--- src/design/usart_cfg_defines.vh ---
`ifndef USART_CFG_DEFINES_VH
`define USART_CFG_DEFINES_VH
// Register indices (byte address is four times the index)
`define IDX_FRAME_FMT 5'h07
`define IDX_BAUD_LO 5'h08
`define IDX_BAUD_HI 5'h09
`define IDX_SYNC_TOL 5'h0a
`define IDX_HALT_CTL 5'h0b
`define IDX_IR_EVT 5'h0c
`define IDX_IR_PULSE 5'h0d
`define IDX_STATUS 5'h10
// Reset values
`define RST_FRAME_FMT 8'h03
`define RST_BAUD 16'h0000
`define RST_BYTE 8'h00
// Frame format field positions
`define FMT_MODE_HI 7
`define FMT_MODE_LO 6
`define FMT_PAR_HI 5
`define FMT_PAR_LO 4
`define FMT_STOP 3
`define FMT_WID_HI 2
`define FMT_WID_LO 0
`define FMT_SPI_ORDER 2
`define FMT_SPI_PHASE 1
// Other field positions
`define TOL_HI 7
`define TOL_LO 6
`define HALT_RUN 0
`define IR_EVT_EN 0
`define ST_PARITY_ERROR_FLAG 0
`define ST_HALTED 1
// Communication modes
`define MODE_ASYNC 2'h0
`define MODE_SYNC 2'h1
`define MODE_IR 2'h2
`define MODE_SPI 2'h3
// Parity codes
`define PAR_OFF 2'h0
`define PAR_RSVD 2'h1
`define PAR_EVEN 2'h2
`define PAR_ODD 2'h3
// Character width codes
`define WID_5 3'h0
`define WID_6 3'h1
`define WID_7 3'h2
`define WID_8 3'h3
`define WID_9L 3'h6
`define WID_9H 3'h7
// Infrared pulse codes and timing
`define IR_PULSE_3_16 8'h00
`define IR_PULSE_BYPASS 8'hff
`define IR_SAMPLES_PER_BIT 4'hf
`define IR_3_16_SAMPLES 4'h3
// AXI responses
`define RESP_OKAY 2'h0
`define RESP_SLVERR 2'h2
`endif

--- src/design/usart_frame_and_ir_config.v ---
`timescale 1ns/1ps
`include "usart_cfg_defines.vh"

module usart_frame_and_ir_config #(
  parameter ADDR_W = 7
) (
  // Clock and reset
  input wire clock,
  input wire rst_n,
  // AXI4-Lite write address
  input wire [ADDR_W-1:0] s_axi_awaddr,
  input wire [2:0] s_axi_awprot,
  input wire s_axi_awvalid,
  output wire s_axi_awready,
  // AXI4-Lite write data
  input wire [31:0] s_axi_wdata,
  input wire [3:0] s_axi_wstrb,
  input wire s_axi_wvalid,
  output wire s_axi_wready,
  // AXI4-Lite write response
  output wire [1:0] s_axi_bresp,
  output wire s_axi_bvalid,
  input wire s_axi_bready,
  // AXI4-Lite read address
  input wire [ADDR_W-1:0] s_axi_araddr,
  input wire [2:0] s_axi_arprot,
  input wire s_axi_arvalid,
  output wire s_axi_arready,
  // AXI4-Lite read data
  output wire [31:0] s_axi_rdata,
  output wire [1:0] s_axi_rresp,
  output wire s_axi_rvalid,
  input wire s_axi_rready,
  // Debug halt from the processor, same clock
  input wire debug_halt,
  // Serial line side
  input wire rx_pin,
  input wire rx_event,
  input wire tx_line,
  output wire ir_tx_out,
  output wire rx_to_core,
  // Receiver parity check strobe, same clock
  input wire chk_valid,
  input wire [8:0] chk_data,
  input wire chk_parity,
  // Decoded configuration for the shift engines
  output wire [1:0] comm_mode_select,
  output wire parity_enable,
  output wire parity_odd,
  output wire two_stop_bits,
  output wire [3:0] data_bits,
  output wire nine_bit_high_first,
  output wire spi_bit_order,
  output wire spi_sample_phase,
  output wire [1:0] sync_tolerance_window,
  output wire baud_tick,
  output wire port_halted,
  output wire parity_error_flag
);

  ////////////////////////////////////////////////////////////////////////
  // Declarations
  reg awready_ff; // Write address slot free
  reg wready_ff; // Write data slot free
  reg aw_held_ff; // Write address captured
  reg w_held_ff; // Write data captured
  reg [4:0] aw_idx_ff; // Captured word index
  reg aw_bad_ff; // Captured address not word aligned
  reg [7:0] w_byte_ff; // Captured low data byte
  reg w_lane_ff; // Low lane strobe captured
  reg bvalid_ff; // Write response pending
  reg [1:0] bresp_ff; // Write response code
  reg arready_ff; // Read address slot free
  reg rvalid_ff; // Read data pending
  reg [31:0] rdata_ff; // Read data word
  reg [1:0] rresp_ff; // Read response code
  reg [7:0] fmt_ff; // Frame format / host SPI format control
  reg [15:0] baud_ff; // Bit rate divisor
  reg [1:0] tol_ff; // Sync tolerance window
  reg run_ff; // Run while halted
  reg ir_ev_ff; // Infrared event input enable
  reg [7:0] ir_pw_ff; // Infrared pulse width
  reg parity_error_flag_ff; // Parity error flag
  reg halted_ff; // Port halted by debug
  reg [15:0] pre_ff; // Baud prescaler count
  reg tick_ff; // Baud sample tick
  reg [3:0] samp_ff; // Samples within a bit period
  reg [7:0] fix_ff; // Fixed pulse clocks left
  reg ir_out_ff; // Infrared transmit output
  reg pin_s1_ff; // Receive pin synchroniser stage one
  reg pin_s2_ff; // Receive pin synchroniser stage two
  reg ev_s1_ff; // Event synchroniser stage one
  reg ev_s2_ff; // Event synchroniser stage two
  reg ev_hold_ff; // Event level kept while halted
  reg rx_out_ff; // Selected receive line
  reg [1:0] mode_o_ff; // Registered decoded outputs
  reg par_en_o_ff;
  reg par_odd_o_ff;
  reg stop2_o_ff;
  reg [3:0] bits_o_ff;
  reg nine_hi_o_ff;
  reg order_o_ff;
  reg phase_o_ff;
  reg [1:0] tol_o_ff;

  wire [1:0] mode; // Current communication mode
  wire spi_mode; // Host SPI layout active
  wire ir_mode; // Infrared mode active
  wire do_write; // Both write halves present
  wire wr_en; // Write lands in a register
  wire par_en; // Parity active after reserved mapping
  reg [3:0] nxt_bits; // Data bit count from width code
  reg [31:0] nxt_rdata; // Read mux result
  reg nxt_rd_ok; // Read index mapped
  reg [8:0] chk_mask; // Data bits covered by parity
  wire chk_par; // Parity computed over received bits
  wire exp_par; // Expected parity bit
  wire pulse_on; // Infrared pulse active this clock
  wire bit_start; // First sample of a bit period
  wire rx_sel; // Receive source after selection

  ////////////////////////////////////////////////////////////////////////
  // Field decode
  assign mode = fmt_ff[`FMT_MODE_HI:`FMT_MODE_LO];
  assign spi_mode = (mode == `MODE_SPI);
  assign ir_mode = (mode == `MODE_IR);
  // Reserved parity code behaves as disabled
  assign par_en = ~spi_mode &&
    (fmt_ff[`FMT_PAR_HI:`FMT_PAR_LO] == `PAR_EVEN ||
     fmt_ff[`FMT_PAR_HI:`FMT_PAR_LO] == `PAR_ODD);

  // Character width to data bit count; reserved codes give eight
  always @* begin
    case (fmt_ff[`FMT_WID_HI:`FMT_WID_LO])
      `WID_5: nxt_bits = 4'h5;
      `WID_6: nxt_bits = 4'h6;
      `WID_7: nxt_bits = 4'h7;
      `WID_9L: nxt_bits = 4'h9;
      `WID_9H: nxt_bits = 4'h9;
      default: nxt_bits = 4'h8;
    endcase
  end

  ////////////////////////////////////////////////////////////////////////
  // AXI4-Lite write path
  assign do_write = aw_held_ff && w_held_ff && !bvalid_ff;
  assign wr_en = do_write && w_lane_ff && !aw_bad_ff;

  // Address and data are taken independently, response follows both
  always @(posedge clock or negedge rst_n) begin
    if (!rst_n) begin
      awready_ff <= 1'b1;
      wready_ff <= 1'b1;
      aw_held_ff <= 1'b0;
      w_held_ff <= 1'b0;
      aw_idx_ff <= 5'h00;
      aw_bad_ff <= 1'b0;
      w_byte_ff <= 8'h00;
      w_lane_ff <= 1'b0;
      bvalid_ff <= 1'b0;
      bresp_ff <= `RESP_OKAY;
    end else begin
      // Capture write address
      if (s_axi_awvalid && awready_ff) begin
        aw_held_ff <= 1'b1;
        awready_ff <= 1'b0;
        aw_idx_ff <= s_axi_awaddr[6:2];
        aw_bad_ff <= (s_axi_awaddr[1:0] != 2'h0);
      end
      // Capture write data, low byte lane only
      if (s_axi_wvalid && wready_ff) begin
        w_held_ff <= 1'b1;
        wready_ff <= 1'b0;
        w_byte_ff <= s_axi_wdata[7:0];
        w_lane_ff <= s_axi_wstrb[0];
      end
      // Perform write and raise response
      if (do_write) begin
        aw_held_ff <= 1'b0;
        w_held_ff <= 1'b0;
        bvalid_ff <= 1'b1;
        case (aw_idx_ff)
          `IDX_FRAME_FMT, `IDX_BAUD_LO, `IDX_BAUD_HI, `IDX_SYNC_TOL,
          `IDX_HALT_CTL, `IDX_IR_EVT, `IDX_IR_PULSE, `IDX_STATUS:
            bresp_ff <= aw_bad_ff ? `RESP_SLVERR : `RESP_OKAY;
          default: bresp_ff <= `RESP_SLVERR;
        endcase
      end
      // Response taken, slots reopen
      if (bvalid_ff && s_axi_bready) begin
        bvalid_ff <= 1'b0;
        awready_ff <= 1'b1;
        wready_ff <= 1'b1;
      end
    end
  end

  ////////////////////////////////////////////////////////////////////////
  // Configuration registers
  always @(posedge clock or negedge rst_n) begin
    if (!rst_n) begin
      fmt_ff <= `RST_FRAME_FMT;
      baud_ff <= `RST_BAUD;
      tol_ff <= 2'h0;
      run_ff <= 1'b0;
      ir_ev_ff <= 1'b0;
      ir_pw_ff <= `RST_BYTE;
    end else if (wr_en) begin
      case (aw_idx_ff)
        // All eight bits kept; layout read back depends on mode
        `IDX_FRAME_FMT: fmt_ff <= w_byte_ff;
        `IDX_BAUD_LO: baud_ff[7:0] <= w_byte_ff;
        `IDX_BAUD_HI: baud_ff[15:8] <= w_byte_ff;
        `IDX_SYNC_TOL: tol_ff <= w_byte_ff[`TOL_HI:`TOL_LO];
        `IDX_HALT_CTL: run_ff <= w_byte_ff[`HALT_RUN];
        `IDX_IR_EVT: ir_ev_ff <= w_byte_ff[`IR_EVT_EN];
        `IDX_IR_PULSE: ir_pw_ff <= w_byte_ff;
        default: ;
      endcase
    end
  end

  ////////////////////////////////////////////////////////////////////////
  // AXI4-Lite read path
  always @* begin
    nxt_rdata = 32'h0000_0000;
    nxt_rd_ok = (s_axi_araddr[1:0] == 2'h0);
    case (s_axi_araddr[6:2])
      `IDX_FRAME_FMT:
        if (spi_mode)
          nxt_rdata[7:0] = {fmt_ff[7:6], 3'h0, fmt_ff[2:1], 1'b0};
        else
          nxt_rdata[7:0] = fmt_ff;
      `IDX_BAUD_LO: nxt_rdata[7:0] = baud_ff[7:0];
      `IDX_BAUD_HI: nxt_rdata[7:0] = baud_ff[15:8];
      `IDX_SYNC_TOL: nxt_rdata[7:0] = {tol_ff, 6'h00};
      `IDX_HALT_CTL: nxt_rdata[7:0] = {7'h00, run_ff};
      `IDX_IR_EVT: nxt_rdata[7:0] = {7'h00, ir_ev_ff};
      `IDX_IR_PULSE: nxt_rdata[7:0] = ir_pw_ff;
      `IDX_STATUS: nxt_rdata[7:0] = {6'h00, halted_ff, parity_error_flag_ff};
      default: nxt_rd_ok = 1'b0;
    endcase
  end

  // One read at a time, data one cycle after address is taken
  always @(posedge clock or negedge rst_n) begin
    if (!rst_n) begin
      arready_ff <= 1'b1;
      rvalid_ff <= 1'b0;
      rdata_ff <= 32'h0000_0000;
      rresp_ff <= `RESP_OKAY;
    end else begin
      if (s_axi_arvalid && arready_ff) begin
        arready_ff <= 1'b0;
        rvalid_ff <= 1'b1;
        rdata_ff <= nxt_rd_ok ? nxt_rdata : 32'h0000_0000;
        rresp_ff <= nxt_rd_ok ? `RESP_OKAY : `RESP_SLVERR;
      end else if (rvalid_ff && s_axi_rready) begin
        rvalid_ff <= 1'b0;
        arready_ff <= 1'b1;
      end
    end
  end

  ////////////////////////////////////////////////////////////////////////
  // Receiver parity check
  always @* begin
    case (nxt_bits)
      4'h5: chk_mask = 9'h01f;
      4'h6: chk_mask = 9'h03f;
      4'h7: chk_mask = 9'h07f;
      4'h9: chk_mask = 9'h1ff;
      default: chk_mask = 9'h0ff;
    endcase
  end
  assign chk_par = ^(chk_data & chk_mask);
  // Odd parity bit makes the total count odd
  assign exp_par = chk_par ^
    (fmt_ff[`FMT_PAR_HI:`FMT_PAR_LO] == `PAR_ODD);

  // Sticky flag; a new mismatch wins over a clear in the same cycle
  always @(posedge clock or negedge rst_n) begin
    if (!rst_n) begin
      parity_error_flag_ff <= 1'b0;
    end else if (chk_valid && par_en && !halted_ff &&
                 (chk_parity != exp_par)) begin
      parity_error_flag_ff <= 1'b1;
    end else if (wr_en && aw_idx_ff == `IDX_STATUS &&
                 w_byte_ff[`ST_PARITY_ERROR_FLAG]) begin
      parity_error_flag_ff <= 1'b0;
    end
  end

  ////////////////////////////////////////////////////////////////////////
  // Debug halt and baud prescaler
  always @(posedge clock or negedge rst_n) begin
    if (!rst_n) begin
      halted_ff <= 1'b0;
      pre_ff <= 16'h0000;
      tick_ff <= 1'b0;
      samp_ff <= 4'h0;
    end else begin
      halted_ff <= debug_halt && !run_ff;
      tick_ff <= 1'b0;
      if (wr_en && (aw_idx_ff == `IDX_BAUD_LO ||
                    aw_idx_ff == `IDX_BAUD_HI)) begin
        // Immediate reload; a frame in flight may be corrupted
        pre_ff <= 16'h0000;
        samp_ff <= 4'h0;
      end else if (!halted_ff) begin
        if (pre_ff >= baud_ff) begin
          pre_ff <= 16'h0000;
          tick_ff <= 1'b1;
          samp_ff <= samp_ff + 4'h1;
        end else begin
          pre_ff <= pre_ff + 16'h0001;
        end
      end
    end
  end
  assign bit_start = tick_ff && (samp_ff == 4'h1);

  ////////////////////////////////////////////////////////////////////////
  // Infrared transmit pulse shaping
  // A zero bit is sent as a short low pulse, a one bit as idle high
  assign pulse_on = (ir_pw_ff == `IR_PULSE_3_16) ?
    (samp_ff >= 4'h1 && samp_ff <= `IR_3_16_SAMPLES) :
    (fix_ff != 8'h00);

  always @(posedge clock or negedge rst_n) begin
    if (!rst_n) begin
      fix_ff <= 8'h00;
      ir_out_ff <= 1'b1;
    end else begin
      // Fixed pulse begins on the baud clock rising edge
      if (bit_start && !tx_line)
        fix_ff <= ir_pw_ff;
      else if (fix_ff != 8'h00)
        fix_ff <= fix_ff - 8'h01;
      // Coding only in infrared mode and never in bypass
      if (!ir_mode || ir_pw_ff == `IR_PULSE_BYPASS)
        ir_out_ff <= tx_line;
      else
        ir_out_ff <= !(pulse_on && !tx_line);
    end
  end

  ////////////////////////////////////////////////////////////////////////
  // Receive source selection
  assign rx_sel = (ir_mode && ir_ev_ff) ? ev_hold_ff : pin_s2_ff;

  always @(posedge clock or negedge rst_n) begin
    if (!rst_n) begin
      pin_s1_ff <= 1'b1;
      pin_s2_ff <= 1'b1;
      ev_s1_ff <= 1'b1;
      ev_s2_ff <= 1'b1;
      ev_hold_ff <= 1'b1;
      rx_out_ff <= 1'b1;
    end else begin
      pin_s1_ff <= rx_pin;
      pin_s2_ff <= pin_s1_ff;
      ev_s1_ff <= rx_event;
      ev_s2_ff <= ev_s1_ff;
      // Events are ignored while halted
      if (!halted_ff)
        ev_hold_ff <= ev_s2_ff;
      rx_out_ff <= rx_sel;
    end
  end

  ////////////////////////////////////////////////////////////////////////
  // Registered configuration outputs
  always @(posedge clock or negedge rst_n) begin
    if (!rst_n) begin
      mode_o_ff <= `MODE_ASYNC;
      par_en_o_ff <= 1'b0;
      par_odd_o_ff <= 1'b0;
      stop2_o_ff <= 1'b0;
      bits_o_ff <= 4'h8;
      nine_hi_o_ff <= 1'b0;
      order_o_ff <= 1'b0;
      phase_o_ff <= 1'b0;
      tol_o_ff <= 2'h0;
    end else begin
      mode_o_ff <= mode;
      par_en_o_ff <= par_en;
      // Odd only when parity is live; the field is gone in host SPI
      par_odd_o_ff <= par_en &&
        fmt_ff[`FMT_PAR_HI:`FMT_PAR_LO] == `PAR_ODD;
      // Stop count is for the transmitter only
      stop2_o_ff <= !spi_mode && fmt_ff[`FMT_STOP];
      bits_o_ff <= spi_mode ? 4'h8 : nxt_bits;
      nine_hi_o_ff <= !spi_mode &&
        fmt_ff[`FMT_WID_HI:`FMT_WID_LO] == `WID_9H;
      order_o_ff <= spi_mode && fmt_ff[`FMT_SPI_ORDER];
      phase_o_ff <= spi_mode && fmt_ff[`FMT_SPI_PHASE];
      tol_o_ff <= tol_ff;
    end
  end

  ////////////////////////////////////////////////////////////////////////
  // Output connections
  assign s_axi_awready = awready_ff;
  assign s_axi_wready = wready_ff;
  assign s_axi_bvalid = bvalid_ff;
  assign s_axi_bresp = bresp_ff;
  assign s_axi_arready = arready_ff;
  assign s_axi_rvalid = rvalid_ff;
  assign s_axi_rdata = rdata_ff;
  assign s_axi_rresp = rresp_ff;
  assign ir_tx_out = ir_out_ff;
  assign rx_to_core = rx_out_ff;
  assign comm_mode_select = mode_o_ff;
  assign parity_enable = par_en_o_ff;
  assign parity_odd = par_odd_o_ff;
  assign two_stop_bits = stop2_o_ff;
  assign data_bits = bits_o_ff;
  assign nine_bit_high_first = nine_hi_o_ff;
  assign spi_bit_order = order_o_ff;
  assign spi_sample_phase = phase_o_ff;
  assign sync_tolerance_window = tol_o_ff;
  assign baud_tick = tick_ff;
  assign port_halted = halted_ff;
  assign parity_error_flag = parity_error_flag_ff;

endmodule // usart_frame_and_ir_config

--- config.mk ---
export PLATFORM = sky130hd
export DESIGN_NAME = usart_frame_and_ir_config
export DESIGN_NICKNAME = d
export VERILOG_FILES = /design/src/design/usart_frame_and_ir_config.v
export VERILOG_INCLUDE_DIRS = /design/src /design/src/design
export SDC_FILE = /design/constraint.sdc
export NUM_CORES = 1
export LEC_CHECK = 0
export ABC_AREA = 1
export ABC_CLOCK_PERIOD_IN_PS = 2150
export BUFFER_PORTS_ARGS = -buffer_cell sky130_fd_sc_hd__clkbuf_2
export CORE_ASPECT_RATIO = 0.75
export CORE_MARGIN = 2
export CORE_UTILIZATION = 41
export DETAILED_ROUTE_END_ITERATION = 8
export GPL_ROUTABILITY_DRIVEN = 0
export PLACE_DENSITY_LB_ADDON = 0.05
export SYNTH_ARGS = -nofsm -noshare
export SYNTH_HDL_FRONTEND = slang
export SYNTH_SLANG_ARGS = --single-unit
--- constraint.sdc ---
create_clock -name clock -period 2.15 [get_ports clock]
set_clock_uncertainty 0.05 [all_clocks]
set_input_delay 0.43 -clock clock [delete_from_list [all_inputs] [get_ports clock]]
set_output_delay 0.43 -clock clock [all_outputs]
set_load 0.005 [all_outputs]
# ---- After elaboration in Yosys (flattened, before gate mapping)
# Index checks and enable logic that the tools add are counted.
# Widths: inputs -> output; s select.
dict set report totals {
  output_inout_bits 60
  latchBits 0
  n_memories 0
  romBits 0
  ff_bits 146
  input_bits 78
  ram_bits 0
  wordCells 188
}
dict set report classes {
  addsub 3
  bitwise_logic 3
  mux 40
  n_lt_le_gt_ge 3
  n_shift 0
  n_mul 0
  n_div 0
  eq_ne 32
  reduce_logical 64
}
# op n
set op_table {}
lappend op_table {{$pmux 8 s8} 1}
lappend op_table {{$eq 5x4->1 const B} 12}
lappend op_table {{$mux 16} 3}
lappend op_table {{$pmux 9 s4} 1}
lappend op_table {{$logic_and 1x1->1} 27}
lappend op_table {{$mux 8} 3}
lappend op_table {{$mux 1} 23}
lappend op_table {{$reduce_bool 2->1} 10}
lappend op_table {{$add 16x1->16 const B} 1}
lappend op_table {{$ge 16x16->1} 1}
lappend op_table {{$mux 4} 4}
lappend op_table {{$pmux 4 s4} 1}
lappend op_table {{$reduce_and 2->1} 8}
lappend op_table {{$reduce_or 8->1} 2}
lappend op_table {{$eq 4x3->1 const B} 3}
lappend op_table {{$eq 5x3->1 const B} 2}
lappend op_table {{$eq 5x5->1 const B} 2}
lappend op_table {{$and 9x9->9} 1}
lappend op_table {{$reduce_xor 9->1} 1}
lappend op_table {{$eq 2x2->1 const B} 4}
lappend op_table {{$eq 8x8->1 const B} 1}
lappend op_table {{$logic_not 1->1} 8}
lappend op_table {{$logic_not 8->1} 1}
lappend op_table {{$reduce_bool 8->1} 1}
lappend op_table {{other kinds (19)} 24}

# ---- Longest topological paths before layout
# Gate-level depths: netlist of the first run.
dict set report logic_depth {
  word_depth 11
  mapped_depth 15
  mapped_depth_nobuf 14
}

# ---- Worst setup path after synthesis of the first run
# Ideal clock, no wire load.
dict set report synth_path {
  path_type {flip-flop to flip-flop}
  from {register baud_ff[15]}
  to {register pre_ff[15]}
  period_less_slack_ns 1.722
  required_time_ns 2.031
  path_buffers 1
  stages_incl_launch_ff 12
  path_slack_ns 0.428
  t_arrival_ns 1.603
  setup_ns 0.069
  path_cell_list {dfrtp_1 inv_1 ha_1 nand2_1 o21bai_1 nand2_1 a21oi_2 nand3_2 nand2_2 nand2_2 buf_6 nor2_2}
}
dict set report synth_between {
  elab_chain_cells 4
}
# item line_no
set synth_lines {}
lappend synth_lines {{start, declared} usart_frame_and_ir_config.v:78} ;# reg [15:0] baud_ff;
lappend synth_lines {{start signal, assigned} usart_frame_and_ir_config.v:203} ;# baud_ff <= `RST_BAUD;
lappend synth_lines {{start signal, assigned} usart_frame_and_ir_config.v:213} ;# `IDX_BAUD_HI: baud_ff[15:8] <= w_byte_ff;
lappend synth_lines {{$ge 16x16->1} usart_frame_and_ir_config.v:311} ;# if (pre_ff >= baud_ff) begin
lappend synth_lines {{$mux 16} usart_frame_and_ir_config.v:311}
lappend synth_lines {{$mux 16} usart_frame_and_ir_config.v:310} ;# end else if (!halted_ff) begin
lappend synth_lines {{$mux 16} usart_frame_and_ir_config.v:305} ;# if (wr_en && (aw_idx_ff == `IDX_BAUD_LO ||
lappend synth_lines {{end signal, assigned} usart_frame_and_ir_config.v:316} ;# pre_ff <= pre_ff + 16'h0001;
lappend synth_lines {{end, declared} usart_frame_and_ir_config.v:85} ;# reg [15:0] pre_ff;
# Every way passes these cells. The select of a mux whose other input is x is not followed.
# A chain may end at the register's enable or synchronous reset.

# ---- Worst setup path in the final report of the first run
dict set report layout_path {
  from {register baud_ff[15]}
  to {register pre_ff[6]}
}
# The elaborated chain is that of the path after synthesis.

==> results.tsv, run 1 <==
metric	value	unit
status	finished clean	
Ports	138	
total number of vias	5192	
synth-to-layout area growth	17.3	%
sequential cell area fraction in the yosys report	0.476	
Yosys cell types	44	
prevailing post-synth register cell	sky130_fd_sc_hd__dfrtp_1	
antenna diode count	0	
total of buffers placed on input and output ports	78	
synthesized area per cell	8.20	um^2
data required time of the worst path	2.39	ns
number of global-route vias before repair	4968	
clock tree from TritonCTS	yes	
Synth Instances	774	
Post-DP Area	6880	um^2
setup total negative slack	0	ns
area share of the leading cell type in the synthesized netlist	0.422	
clk_lat worst skew	0.41	ns
fin crit period	1.91	ns
number of flops mapped to enable cells by yosys	0	
layout cells sized above 1	0.188	
cell-by-cell trace of the critical path	inv_1 > ha_1 > nand2_1 > nor3_1 > nand3_1 > nand3_2 > nand2_2 > nand2_4 > nor2_1	
final cycle utilization of the critical path	0.890	
Hold WS	0.0540	ns
global router's overall resource usage	0.195	
full die area	16500	um^2
number of pins with negative max-slew slack in the final report	0	
Slowest cell on crit path	sky130_fd_sc_hd__dfrtp_1	
arrival time of data at the critical path endpoint	2.16	ns
unrepaired setup endpoints after global routing	false	
Final Routed Wirelength	15500	um
cell row count	39	
cell class contributing the biggest share of worst-path delay	simple AND/OR/NAND/NOR gates	
final net count	966	
clock slew seen by the registers of the worst setup and hold paths	0.06	ns
type of the worst min-delay path	in -> reg	
highest clock frequency the design can meet	523	MHz
starting utilization of the core area	0.418	
leakage dissipation	3.79	nW
Die H	112	um
post-route cell area	7440	um^2
total congestion overflow after global routing	0	
clock sinks	120	
average detailed-routed wire length per instance	14.3	um
biggest fanout along the worst timing path	13	
maximum single-stage delay on the critical path	0.38	ns
largest net degree at the start of global routing	78	
number of hold violations in the final report	0	
top cells by instance count after synthesis	sky130_fd_sc_hd__nand2_1, sky130_fd_sc_hd__dfrtp_1, sky130_fd_sc_hd__inv_1	
VDD IR max	561	uV
max_slew headroom	0.491	
HPWL after detailed placement	11600	um
die extent in x	148	um
remaining routing DRC violations	0	
count of state elements after synthesis	120	
Num CTS Buffers	17	
drt initial violations	335	
Longest Clk Path Bufs	2	
synthesized area	6350	um^2
buffers and inverters on the worst path	1	
Max-cap violations	0	
power per unit of standard cell area	1120	nW/um^2
startpoint-to-endpoint class of the critical path	reg -> reg	
Antenna Nets Post-Route	0	
antenna violations before repair	0	
standard cell core area	15200	um^2
first-pass iteration count of the detailed router	7	
share of synthesized flip-flops with an asynchronous set or reset	1.00	
sort of element at the start of the critical path	flop	
CTS H-tree lvls	4	
final setup violating endpoints	0	
top post-synthesis cells by area	sky130_fd_sc_hd__dfrtp_1, sky130_fd_sc_hd__nand2_1, sky130_fd_sc_hd__inv_1	
count of warnings emitted by yosys	0	
first-pass GRT wire length	25400	um
library cell with the largest summed area after synthesis	sky130_fd_sc_hd__dfrtp_1	
detail-routed via count per cell	4.80	
dominant cell by count in the synthesized netlist	sky130_fd_sc_hd__nand2_1	
Slew @ Worst Pin	0.763	ns
cell at the root of the clock tree	sky130_fd_sc_hd__clkbuf_16	
crit path capture type	flop	
==> where the power goes <==
part	leakage [nW]	internal, mW	switching (mW)
Combinational	1.98	0.845	1.58
Clock	0.271	1.71	0.985
Sequential	1.55	2.78	0.421
Total	3.79	5.33	2.99
==> per-layer routing <==
metal | vias to the layer above | routed length (um) | GRT usage | part of all wire
li1 | 2607 | - | - | -
met1 | 2428 | 7860 | 0.293 | 0.51
met2 | 145 | 6640 | 0.292 | 0.43
met3 | 12 | 861 | 0.0377 | 0.056
met4 | 0 | 138 | 0.0468 | 0.0089
met5 | - | 0 | 0 | 0
==> stage by stage <==
step / util / cells / power, mW / setup WS [ns]
5_1_grt: 0.490 / 1082 / 8.90 / 0.0502
6_report: 0.490 / 1082 / 8.32 / 0.236
3_3_place_gp: 0.453 / 1051 / 5.59 / 0.215
3_5_place_dp: 0.453 / 1051 / 5.66 / 0.119
4_1_cts: 0.490 / 1082 / 8.38 / 0.106
2_1_floorplan: - / 799 / 4.86 / 0.428
==> flip-flops by register name, indices dropped and copies added, names as in the netlist, 2 cells and up <==
| signal | cells |
|---|---|
| baud_ff | 16 |
| pre_ff | 16 |
| fix_ff | 8 |
| fmt_ff | 8 |
| ir_pw_ff | 8 |
| s_axi_rdata | 8 |
| w_byte_ff | 8 |
| aw_idx_ff | 5 |
| data_bits | 4 |
| samp_ff | 4 |
| comm_mode_select | 2 |
| sync_tolerance_window | 2 |
| tol_ff | 2 |
==> placed cells by master (no fill, tap or decap), types with 3 or more instances in the layout <==
master	netlist	final
sky130_fd_sc_hd__o21ai_2	8	8
sky130_fd_sc_hd__conb_1	1	26
sky130_fd_sc_hd__inv_2	9	9
sky130_fd_sc_hd__buf_4	27	5
sky130_fd_sc_hd__nor2_1	55	55
sky130_fd_sc_hd__xnor2_1	5	5
sky130_fd_sc_hd__clkbuf_16	0	17
sky130_fd_sc_hd__nor2_2	3	3
sky130_fd_sc_hd__clkbuf_2	0	77
sky130_fd_sc_hd__a21oi_1	12	12
sky130_fd_sc_hd__inv_1	100	100
sky130_fd_sc_hd__o2111ai_1	3	3
sky130_fd_sc_hd__xor2_1	12	12
sky130_fd_sc_hd__nand4_1	21	21
sky130_fd_sc_hd__o21ai_1	25	25
sky130_fd_sc_hd__dfrtp_1	107	107
sky130_fd_sc_hd__dfstp_2	13	13
sky130_fd_sc_hd__nand3_1	44	44
sky130_fd_sc_hd__nand2_1	214	214
sky130_fd_sc_hd__ha_1	22	22
sky130_fd_sc_hd__nand3_2	4	4
sky130_fd_sc_hd__o22ai_1	5	5
sky130_fd_sc_hd__or2_1	3	3
sky130_fd_sc_hd__nor3_1	12	12
sky130_fd_sc_hd__nand2_2	8	7
sky130_fd_sc_hd__o21ai_0	31	31
sky130_fd_sc_hd__clkinv_2	0	6
==> cell type report <==
type / count / area, um^2
Fill cell: 1504 / 7730
Sequential cell: 120 / 3020
Multi-Input combinational cell: 531 / 2740
Timing Repair Buffer: 84 / 453
Clock buffer: 20 / 447
Inverter: 112 / 425
Tap cell: 205 / 256
Clock inverter: 10 / 105
==> final timing paths <==
| kind | startpoint | endpoint | slack [ns] | cells past startpoint |
|---|---|---|---|---|
| max in group asynchronous | rst_n | ir_tx_out | 1.03 | 3 |
| hold / removal | rx_pin | pin_s1_ff | 0.05 | 1 |
| setup reg to reg | baud_ff[15] | pre_ff[6] | 0.24 | 9 |
| hold reg to reg | pin_s1_ff | pin_s2_ff | 0.30 | 0 |
| setup / recovery | baud_ff[15] | pre_ff[6] | 0.24 | 9 |
| min in group asynchronous | rst_n | data_bits[2] | 0.33 | 2 |
==> cells by family (layout without fill, tap and decap cells) <==
group,after synthesis,count (layout),synth area share
mux,1,1,0.00177
compound gates,96,96,0.0905
fa+ha+maj,22,22,0.0434
buf+inv,148,226,0.109
simple gates,369,369,0.256
xor+xnor,17,17,0.0235
flops,120,120,0.476
other cells,1,26,0.000591
==> repair_timing <==
item	CTS	global route
gates resized for setup	0	1
setup endpoints to repair	0	13
buffers inserted	0	0
endpoints found under the hold margin	5	0
hold buffers	1	0
Power figures use the tool's default switching activity.
==> inputs of run 2 (changes only) <==
ABC_AREA = 0   (was 1)
==> run 2 against run 1 <==
Non-clock buffer count up 28. Power down 2.0%. Register-to-register slack worse by 0.15 ns. Global-route usage down 0.37 points. Critical path type unchanged. Critical endpoint is now pre_ff[10]. Largest cell class unchanged.
==> results.tsv, run 2 <==
metric	value	unit	change
die extent in x	144	um	-2.3%
global router's overall resource usage	0.192		-0.00369
most frequent standard cell in the layout excluding fill and tap cells	sky130_fd_sc_hd__dfrtp_1		
detail-routed via count per cell	4.94		+2.9%
startpoint-to-endpoint class of the critical path	reg -> reg		
Die H	109	um	-2.2%
layout cells sized above 1	0.337		+0.149
cell row count	38		-2.6%
CTS H-tree lvls	4		unchanged
starting utilization of the core area	0.419		+0.000721
Hold WS	0.0535	ns	-0.000502 ns
library cell with the largest summed area after synthesis	sky130_fd_sc_hd__dfrtp_1		
largest net degree at the start of global routing	40		-49%
total congestion overflow after global routing	0		unchanged
type of the worst min-delay path	in -> reg		
highest clock frequency the design can meet	485	MHz	-7.2%
first-pass iteration count of the detailed router	5		-2
maximum single-stage delay on the critical path	0.39	ns	about the same
leakage dissipation	3.53	nW	-6.9%
max_slew headroom	0.502		+0.0108
status	finished clean		
final setup violating endpoints	0		unchanged
synth-to-layout area growth	23.7	%	
Longest Clk Path Bufs	2		unchanged
standard cell core area	14500	um^2	-4.8%
registers with the most flip-flops	baud_ff x16, pre_ff x16		
commonest non-fill, non-tap cells in the layout	sky130_fd_sc_hd__dfrtp_1, sky130_fd_sc_hd__clkbuf_2, sky130_fd_sc_hd__nand2_1		
top post-synthesis cells by area	sky130_fd_sc_hd__dfrtp_1, sky130_fd_sc_hd__mux2_2, sky130_fd_sc_hd__dfstp_2		
Num CTS Buffers	17		unchanged
area share of the leading cell type in the synthesized netlist	0.442		+0.0203
antenna violations before repair	0		unchanged
Ports	138		unchanged
arrival time of data at the critical path endpoint	2.35	ns	+0.19 ns
prevailing post-synth register cell	sky130_fd_sc_hd__dfrtp_1		
number of flops mapped to enable cells by yosys	0		unchanged
setup total negative slack	0	ns	unchanged
HPWL after detailed placement	10600	um	-8.4%
number of pins with negative max-slew slack in the final report	0		unchanged
Post-DP Area	6770	um^2	-1.6%
cell-by-cell trace of the critical path	ha_1 > or3b_1 > o211ai_1 > a211o_1 > a211oi_4 > or2_1 > buf_6 > nor2_1		
cell at the root of the clock tree	sky130_fd_sc_hd__clkbuf_16		
count of state elements after synthesis	120		unchanged
average detailed-routed wire length per instance	16.0	um	+12%
total number of vias	4383		-16%
Synth Instances	564		-27%
final cell utilization of the core	0.518		+0.0276
Antenna Nets Post-Route	0		unchanged
Yosys cell types	67		+52%
biggest fanout along the worst timing path	14		+1
unrepaired setup endpoints after global routing	true		
crit path capture type	flop		
final net count	775		-20%
clock slew seen by the registers of the worst setup and hold paths	0.06	ns	about the same
clock tree from TritonCTS	yes		
full die area	15800	um^2	-4.4%
Slew @ Worst Pin	0.740	ns	-0.0230 ns
post-route cell area	7490	um^2	+0.61%
remaining routing DRC violations	0		unchanged
clock sinks	120		unchanged
first-pass GRT wire length	22600	um	-11%
data required time of the worst path	2.44	ns	+0.05 ns
final cycle utilization of the critical path	0.959		+0.0692
Slowest cell on crit path	sky130_fd_sc_hd__dfrtp_1		
power per unit of standard cell area	1090	nW/um^2	-2.6%
dominant cell by count in the synthesized netlist	sky130_fd_sc_hd__dfrtp_1		
antenna diode count	0		unchanged
count of warnings emitted by yosys	0		unchanged
Max-cap violations	0		unchanged
synthesized area	6060	um^2	-4.6%
sort of element at the start of the critical path	flop		
synthesized area per cell	10.7	um^2	+31%
drt initial violations	193		-42%
top cells by instance count after synthesis	sky130_fd_sc_hd__dfrtp_1, sky130_fd_sc_hd__nand2_1, sky130_fd_sc_hd__mux2_2		
clk_lat worst skew	0.41	ns	about the same
sequential cell area fraction in the yosys report	0.499		+0.0229
share of synthesized flip-flops with an asynchronous set or reset	1.00		unchanged
VDD IR max	582	uV	+3.7%
number of global-route vias before repair	4310		-13%
number of hold violations in the final report	0		unchanged
total of buffers placed on input and output ports	78		unchanged
fin crit period	2.06	ns	+0.149 ns
Final Routed Wirelength	14200	um	-8.5%
-- run 2: changes by cell type in the layout (fill, tap and decap cells not counted), moves of 8 or more --
cell,before,now
sky130_fd_sc_hd__xnor2_1,5,16
sky130_fd_sc_hd__o21ai_0,31,22
sky130_fd_sc_hd__o21ai_1,25,4
sky130_fd_sc_hd__mux2_2,1,47
sky130_fd_sc_hd__nor3_1,12,3
sky130_fd_sc_hd__buf_4,5,30
sky130_fd_sc_hd__inv_2,9,1
sky130_fd_sc_hd__nand2_1,214,53
sky130_fd_sc_hd__nor2_1,55,33
sky130_fd_sc_hd__nand4_1,21,6
sky130_fd_sc_hd__inv_1,100,33
sky130_fd_sc_hd__nand3_1,44,18
-- run 2: final timing paths --
kind / start / end / slack (ns) / cells after the start
max in group asynchronous: rst_n / ir_tx_out / 0.91 / 3
setup / recovery: baud_ff[0] / pre_ff[10] / 0.09 / 8
hold reg to reg: pin_s1_ff / pin_s2_ff / 0.30 / 0
setup reg to reg: baud_ff[0] / pre_ff[10] / 0.09 / 8
min in group asynchronous: rst_n / aw_held_ff / 0.49 / 2
hold / removal: rx_pin / pin_s1_ff / 0.05 / 1
-- run 2: worst max-delay path: cells and delay by family, from the launching register on --
family,cells,cell delay [ns]
and+or+nand+nor,3,0.72
DFF,1,0.39
AOI/OAI and AO/OA,3,0.39
adders and majority gates,1,0.29
buffers and inverters,1,0.16
-- run 2: logic make-up after synthesis --
group                      Yosys count  synth area share
buffers and inverters               79            0.0692
AOI/OAI and AO/OA                   87            0.0953
adders and majority gates           22            0.0455
xor gates and xnor gates            33            0.0477
muxes                               50            0.0924
and+or+nand+nor                    172             0.151
other                                1          0.000619
DFF                                120             0.499
-- run 2: power by group --
part / switching (mW) / internal, mW / leakage [nW]
Sequential: 0.486 / 2.73 / 1.54
Clock: 1.06 / 1.86 / 0.284
Combinational: 1.04 / 0.986 / 1.70
Total: 2.59 / 5.57 / 3.53
-- run 2: layout make-up --
cell class	instances	area [um^2]
Fill cell	1309	6970
Sequential cell	120	3020
Multi-Input combinational cell	390	2790
Timing Repair Buffer	112	683
Clock buffer	18	439
Tap cell	200	250
Clock inverter	14	176
Inverter	34	128
-- run 2: per-layer routing --
layer | GRT usage | part of all wire | up-vias
met3 | 0.0391 | 0.043 | 6
met4 | 0.0520 | 0.0044 | 0
met2 | 0.296 | 0.45 | 106
met5 | 0 | 0 | -
met1 | 0.276 | 0.50 | 2129
li1 | - | - | 2142
-- run 2: stage by stage --
stage / std cells / setup slack (ns) / total power, mW
after floorplan: 589 / 0.0323 / 4.48
after global placement: 854 / 0.0274 / 5.11
after detailed placement: 854 / -0.0225 / 5.17
after CTS: 887 / 0.0202 / 8.15
after global routing: 888 / -0.0184 / 8.61
final: 888 / 0.0876 / 8.16
-- run 2: repair_timing --
action,CTS,global route
gates resized for setup,4,17
buffers inserted,0,1
hold buffers,1,0
pin swaps,1,2
endpoints found under the hold margin,28,0
endpoints found under the setup margin,1,21
==> inputs of run 3 (changes only) <==
ABC_CLOCK_PERIOD_IN_PS = 2550   (was 2150)
clock period = 2.55 ns   (was 2.15 ns; I/O delays follow)
==> run 3 against run 2 <==
Sequential power fell by 14%. Sequential share of layout area rose by 1.6 points. Combinational power fell by 28%. Count of clock-buffer cells in the layout fell by 1. Largest power group unchanged.
==> results.tsv, run 3 (synthesized netlist as in run 2, its figures left out) <==
metric	value	unit	change
status	finished clean		
Worst path most repeated cell	sky130_fd_sc_hd__nor2_1		
Comb power frac	0.222		-0.027
Final Routed Wirelength	14000	um	-1.6%
launch point of the worst path	baud_ff[11]		
synth-to-layout area growth	19.0	%	
first-pass iteration count of the detailed router	4		-1
biggest fanout along the worst timing path	14		unchanged
antenna diode count	0		unchanged
unrepaired setup endpoints after global routing	false		
full die area	15800	um^2	unchanged
clk_lat worst skew	0.42	ns	about the same
fill cell instance count of the final layout	1360		+3.9%
commonest non-fill, non-tap cells in the layout	sky130_fd_sc_hd__dfrtp_1, sky130_fd_sc_hd__clkbuf_2, sky130_fd_sc_hd__nand2_1		
Num CTS Buffers	17		unchanged
startpoint-to-endpoint class of the critical path	reg -> reg		
Antenna Nets Post-Route	0		unchanged
highest layer used for signal routing	met4		
cell class contributing the biggest share of worst-path delay	compound AO/OA/AOI/OAI gates		
maximum single-stage delay on the critical path	0.38	ns	about the same
CTS H-tree lvls	4		unchanged
most frequent standard cell in the layout excluding fill and tap cells	sky130_fd_sc_hd__dfrtp_1		
r2r setup slk	0.28	ns	+0.20 ns
Met1 Wirelength	6840	um	-3.5%
crit path capture type	flop		
post-route cell area	7200	um^2	-3.8%
average detailed-routed wire length per instance	16.1	um	+0.70%
Ports	138		unchanged
first-pass GRT wire length	22400	um	-1.1%
final net count	755		-2.6%
arrival time of data at the critical path endpoint	2.51	ns	+0.16 ns
cell row count	38		unchanged
Post-DP Area	6620	um^2	-2.2%
standard cell core area	14500	um^2	unchanged
largest net degree at the start of global routing	39		-2.5%
total of buffers placed on input and output ports	78		unchanged
data required time of the worst path	2.79	ns	+0.35 ns
number of pins with negative max-slew slack in the final report	0		unchanged
number of global-route vias before repair	4217		-2.2%
R2R Path End	pre_ff[10]		
Clock power frac	0.359		about the same
VDD IR max	561	uV	-3.7%
capture point of the worst path	pre_ff[10]		
total congestion overflow after global routing	0		unchanged
Hold WS	0.0171	ns	-0.0364 ns
cell-by-cell trace of the critical path	inv_1 > ha_1 > o2111ai_1 > a311oi_1 > nor2_1 > a211oi_4 > or2_2 > nor2_1		
Slew @ Worst Pin	0.578	ns	-0.163 ns
Longest Clk Path Bufs	2		unchanged
Register-to-Register Path Depth	8		unchanged
multi-input gate area in the final layout	2710	um^2	-2.9%
Post-CTS Setup Bufs	0		unchanged
clock tree from TritonCTS	yes		
sequential cell fraction of total power	0.419		+0.025
drt initial violations	244		+26%
highest clock frequency the design can meet	441	MHz	-9.0%
Crit. path cell count	8		unchanged
# hold bufs at CTS	0		-1
type of the worst min-delay path	in -> async		
buffers and inverters on the worst path	1		unchanged
sort of element at the start of the critical path	flop		
fin crit period	2.27	ns	+0.204 ns
leakage dissipation	3.42	nW	-3.2%
Die H	109	um	unchanged
Met3 Routed Length	804	um	+33%
switching share of total power	0.314		-0.00310
total number of vias	4401		+0.41%
clock slew seen by the registers of the worst setup and hold paths	0.06	ns	about the same
layout cells sized above 1	0.296		-0.0408
HPWL after detailed placement	10400	um	-1.9%
Slowest cell on crit path	sky130_fd_sc_hd__dfrtp_1		
worst reg2reg path startpoint	baud_ff[11]		
Max-cap violations	0		unchanged
WL met2	6060	um	-5.7%
power per unit of standard cell area	916	nW/um^2	-16%
registers with the most flip-flops	baud_ff x16, pre_ff x16		
final cycle utilization of the critical path	0.889		-0.0705
number of hold violations in the final report	0		unchanged
final setup violating endpoints	0		unchanged
flip-flop and latch area	3020	um^2	unchanged
global router's overall resource usage	0.192		about the same
remaining routing DRC violations	0		unchanged
starting utilization of the core area	0.419		unchanged
detail-routed via count per cell	5.07		+2.7%
max_slew headroom	0.609		+0.108
post-route total power	6.60	mW	-19%
antenna violations before repair	0		unchanged
die extent in x	144	um	unchanged
clock sinks	120		unchanged
cell at the root of the clock tree	sky130_fd_sc_hd__clkbuf_16		
net switching power	2.07	mW	-20%
Internal Power	4.53	mW	-19%
run 3: layout make-up:
class / count / share of cell area
Clock inverter: 15 / 0.0222
Multi-Input combinational cell: 390 / 0.376
Clock buffer: 17 / 0.0590
Inverter: 34 / 0.0177
Timing Repair Buffer: 92 / 0.0709
Sequential cell: 120 / 0.419
Tap cell: 200 / 0.0347
run 3: how the worst min path moves through the flow:
stage	from	endpoint	slack, ns
floorplan	rst_n	aw_bad_ff	0.16
global placement	pin_s1_ff	pin_s2_ff	0.30
detailed placement	pin_s1_ff	pin_s2_ff	0.30
CTS	rst_n	aw_held_ff	0.02
global route	rst_n	aw_held_ff	0.04
finish	rst_n	aw_held_ff	0.02
run 3: stage by stage:
step / cells / setup TNS [ns] / setup slack (ns) / util
2_1_floorplan: 589 / 0 / 0.432 / -
3_3_place_gp: 836 / -0.221 / -0.0213 / 0.458
3_5_place_dp: 836 / -1.23 / -0.113 / 0.458
4_1_cts: 868 / 0 / 0.108 / 0.498
5_1_grt: 868 / 0 / 0.114 / 0.498
6_report: 868 / 0 / 0.284 / 0.498
run 3: layer usage:
metal / global-route usage / up-vias
met1: 0.273 / 2155
met4: 0.0756 / 0
met5: 0 / -
met2: 0.281 / 115
li1: - / 2107
met3: 0.0479 / 24
run 3: what timing repair did:
item | CTS | global route
cloned | 0 | 0
setup endpoints to repair | 14 | 14
gates resized for setup | 1 | 1
run 3: power by group through the flow:
| stage | sequential [mW] | clock (mW) | combinational [mW] |
|---|---|---|---|
| after global routing | 2.83 | 2.51 | 1.68 |
| after CTS | 2.77 | 2.42 | 1.48 |
| after global placement | 2.79 | 0 | 1.43 |
| after detailed placement | 2.80 | 0 | 1.47 |
| after floorplan | 2.57 | 0 | 1.20 |
| final | 2.77 | 2.37 | 1.47 |
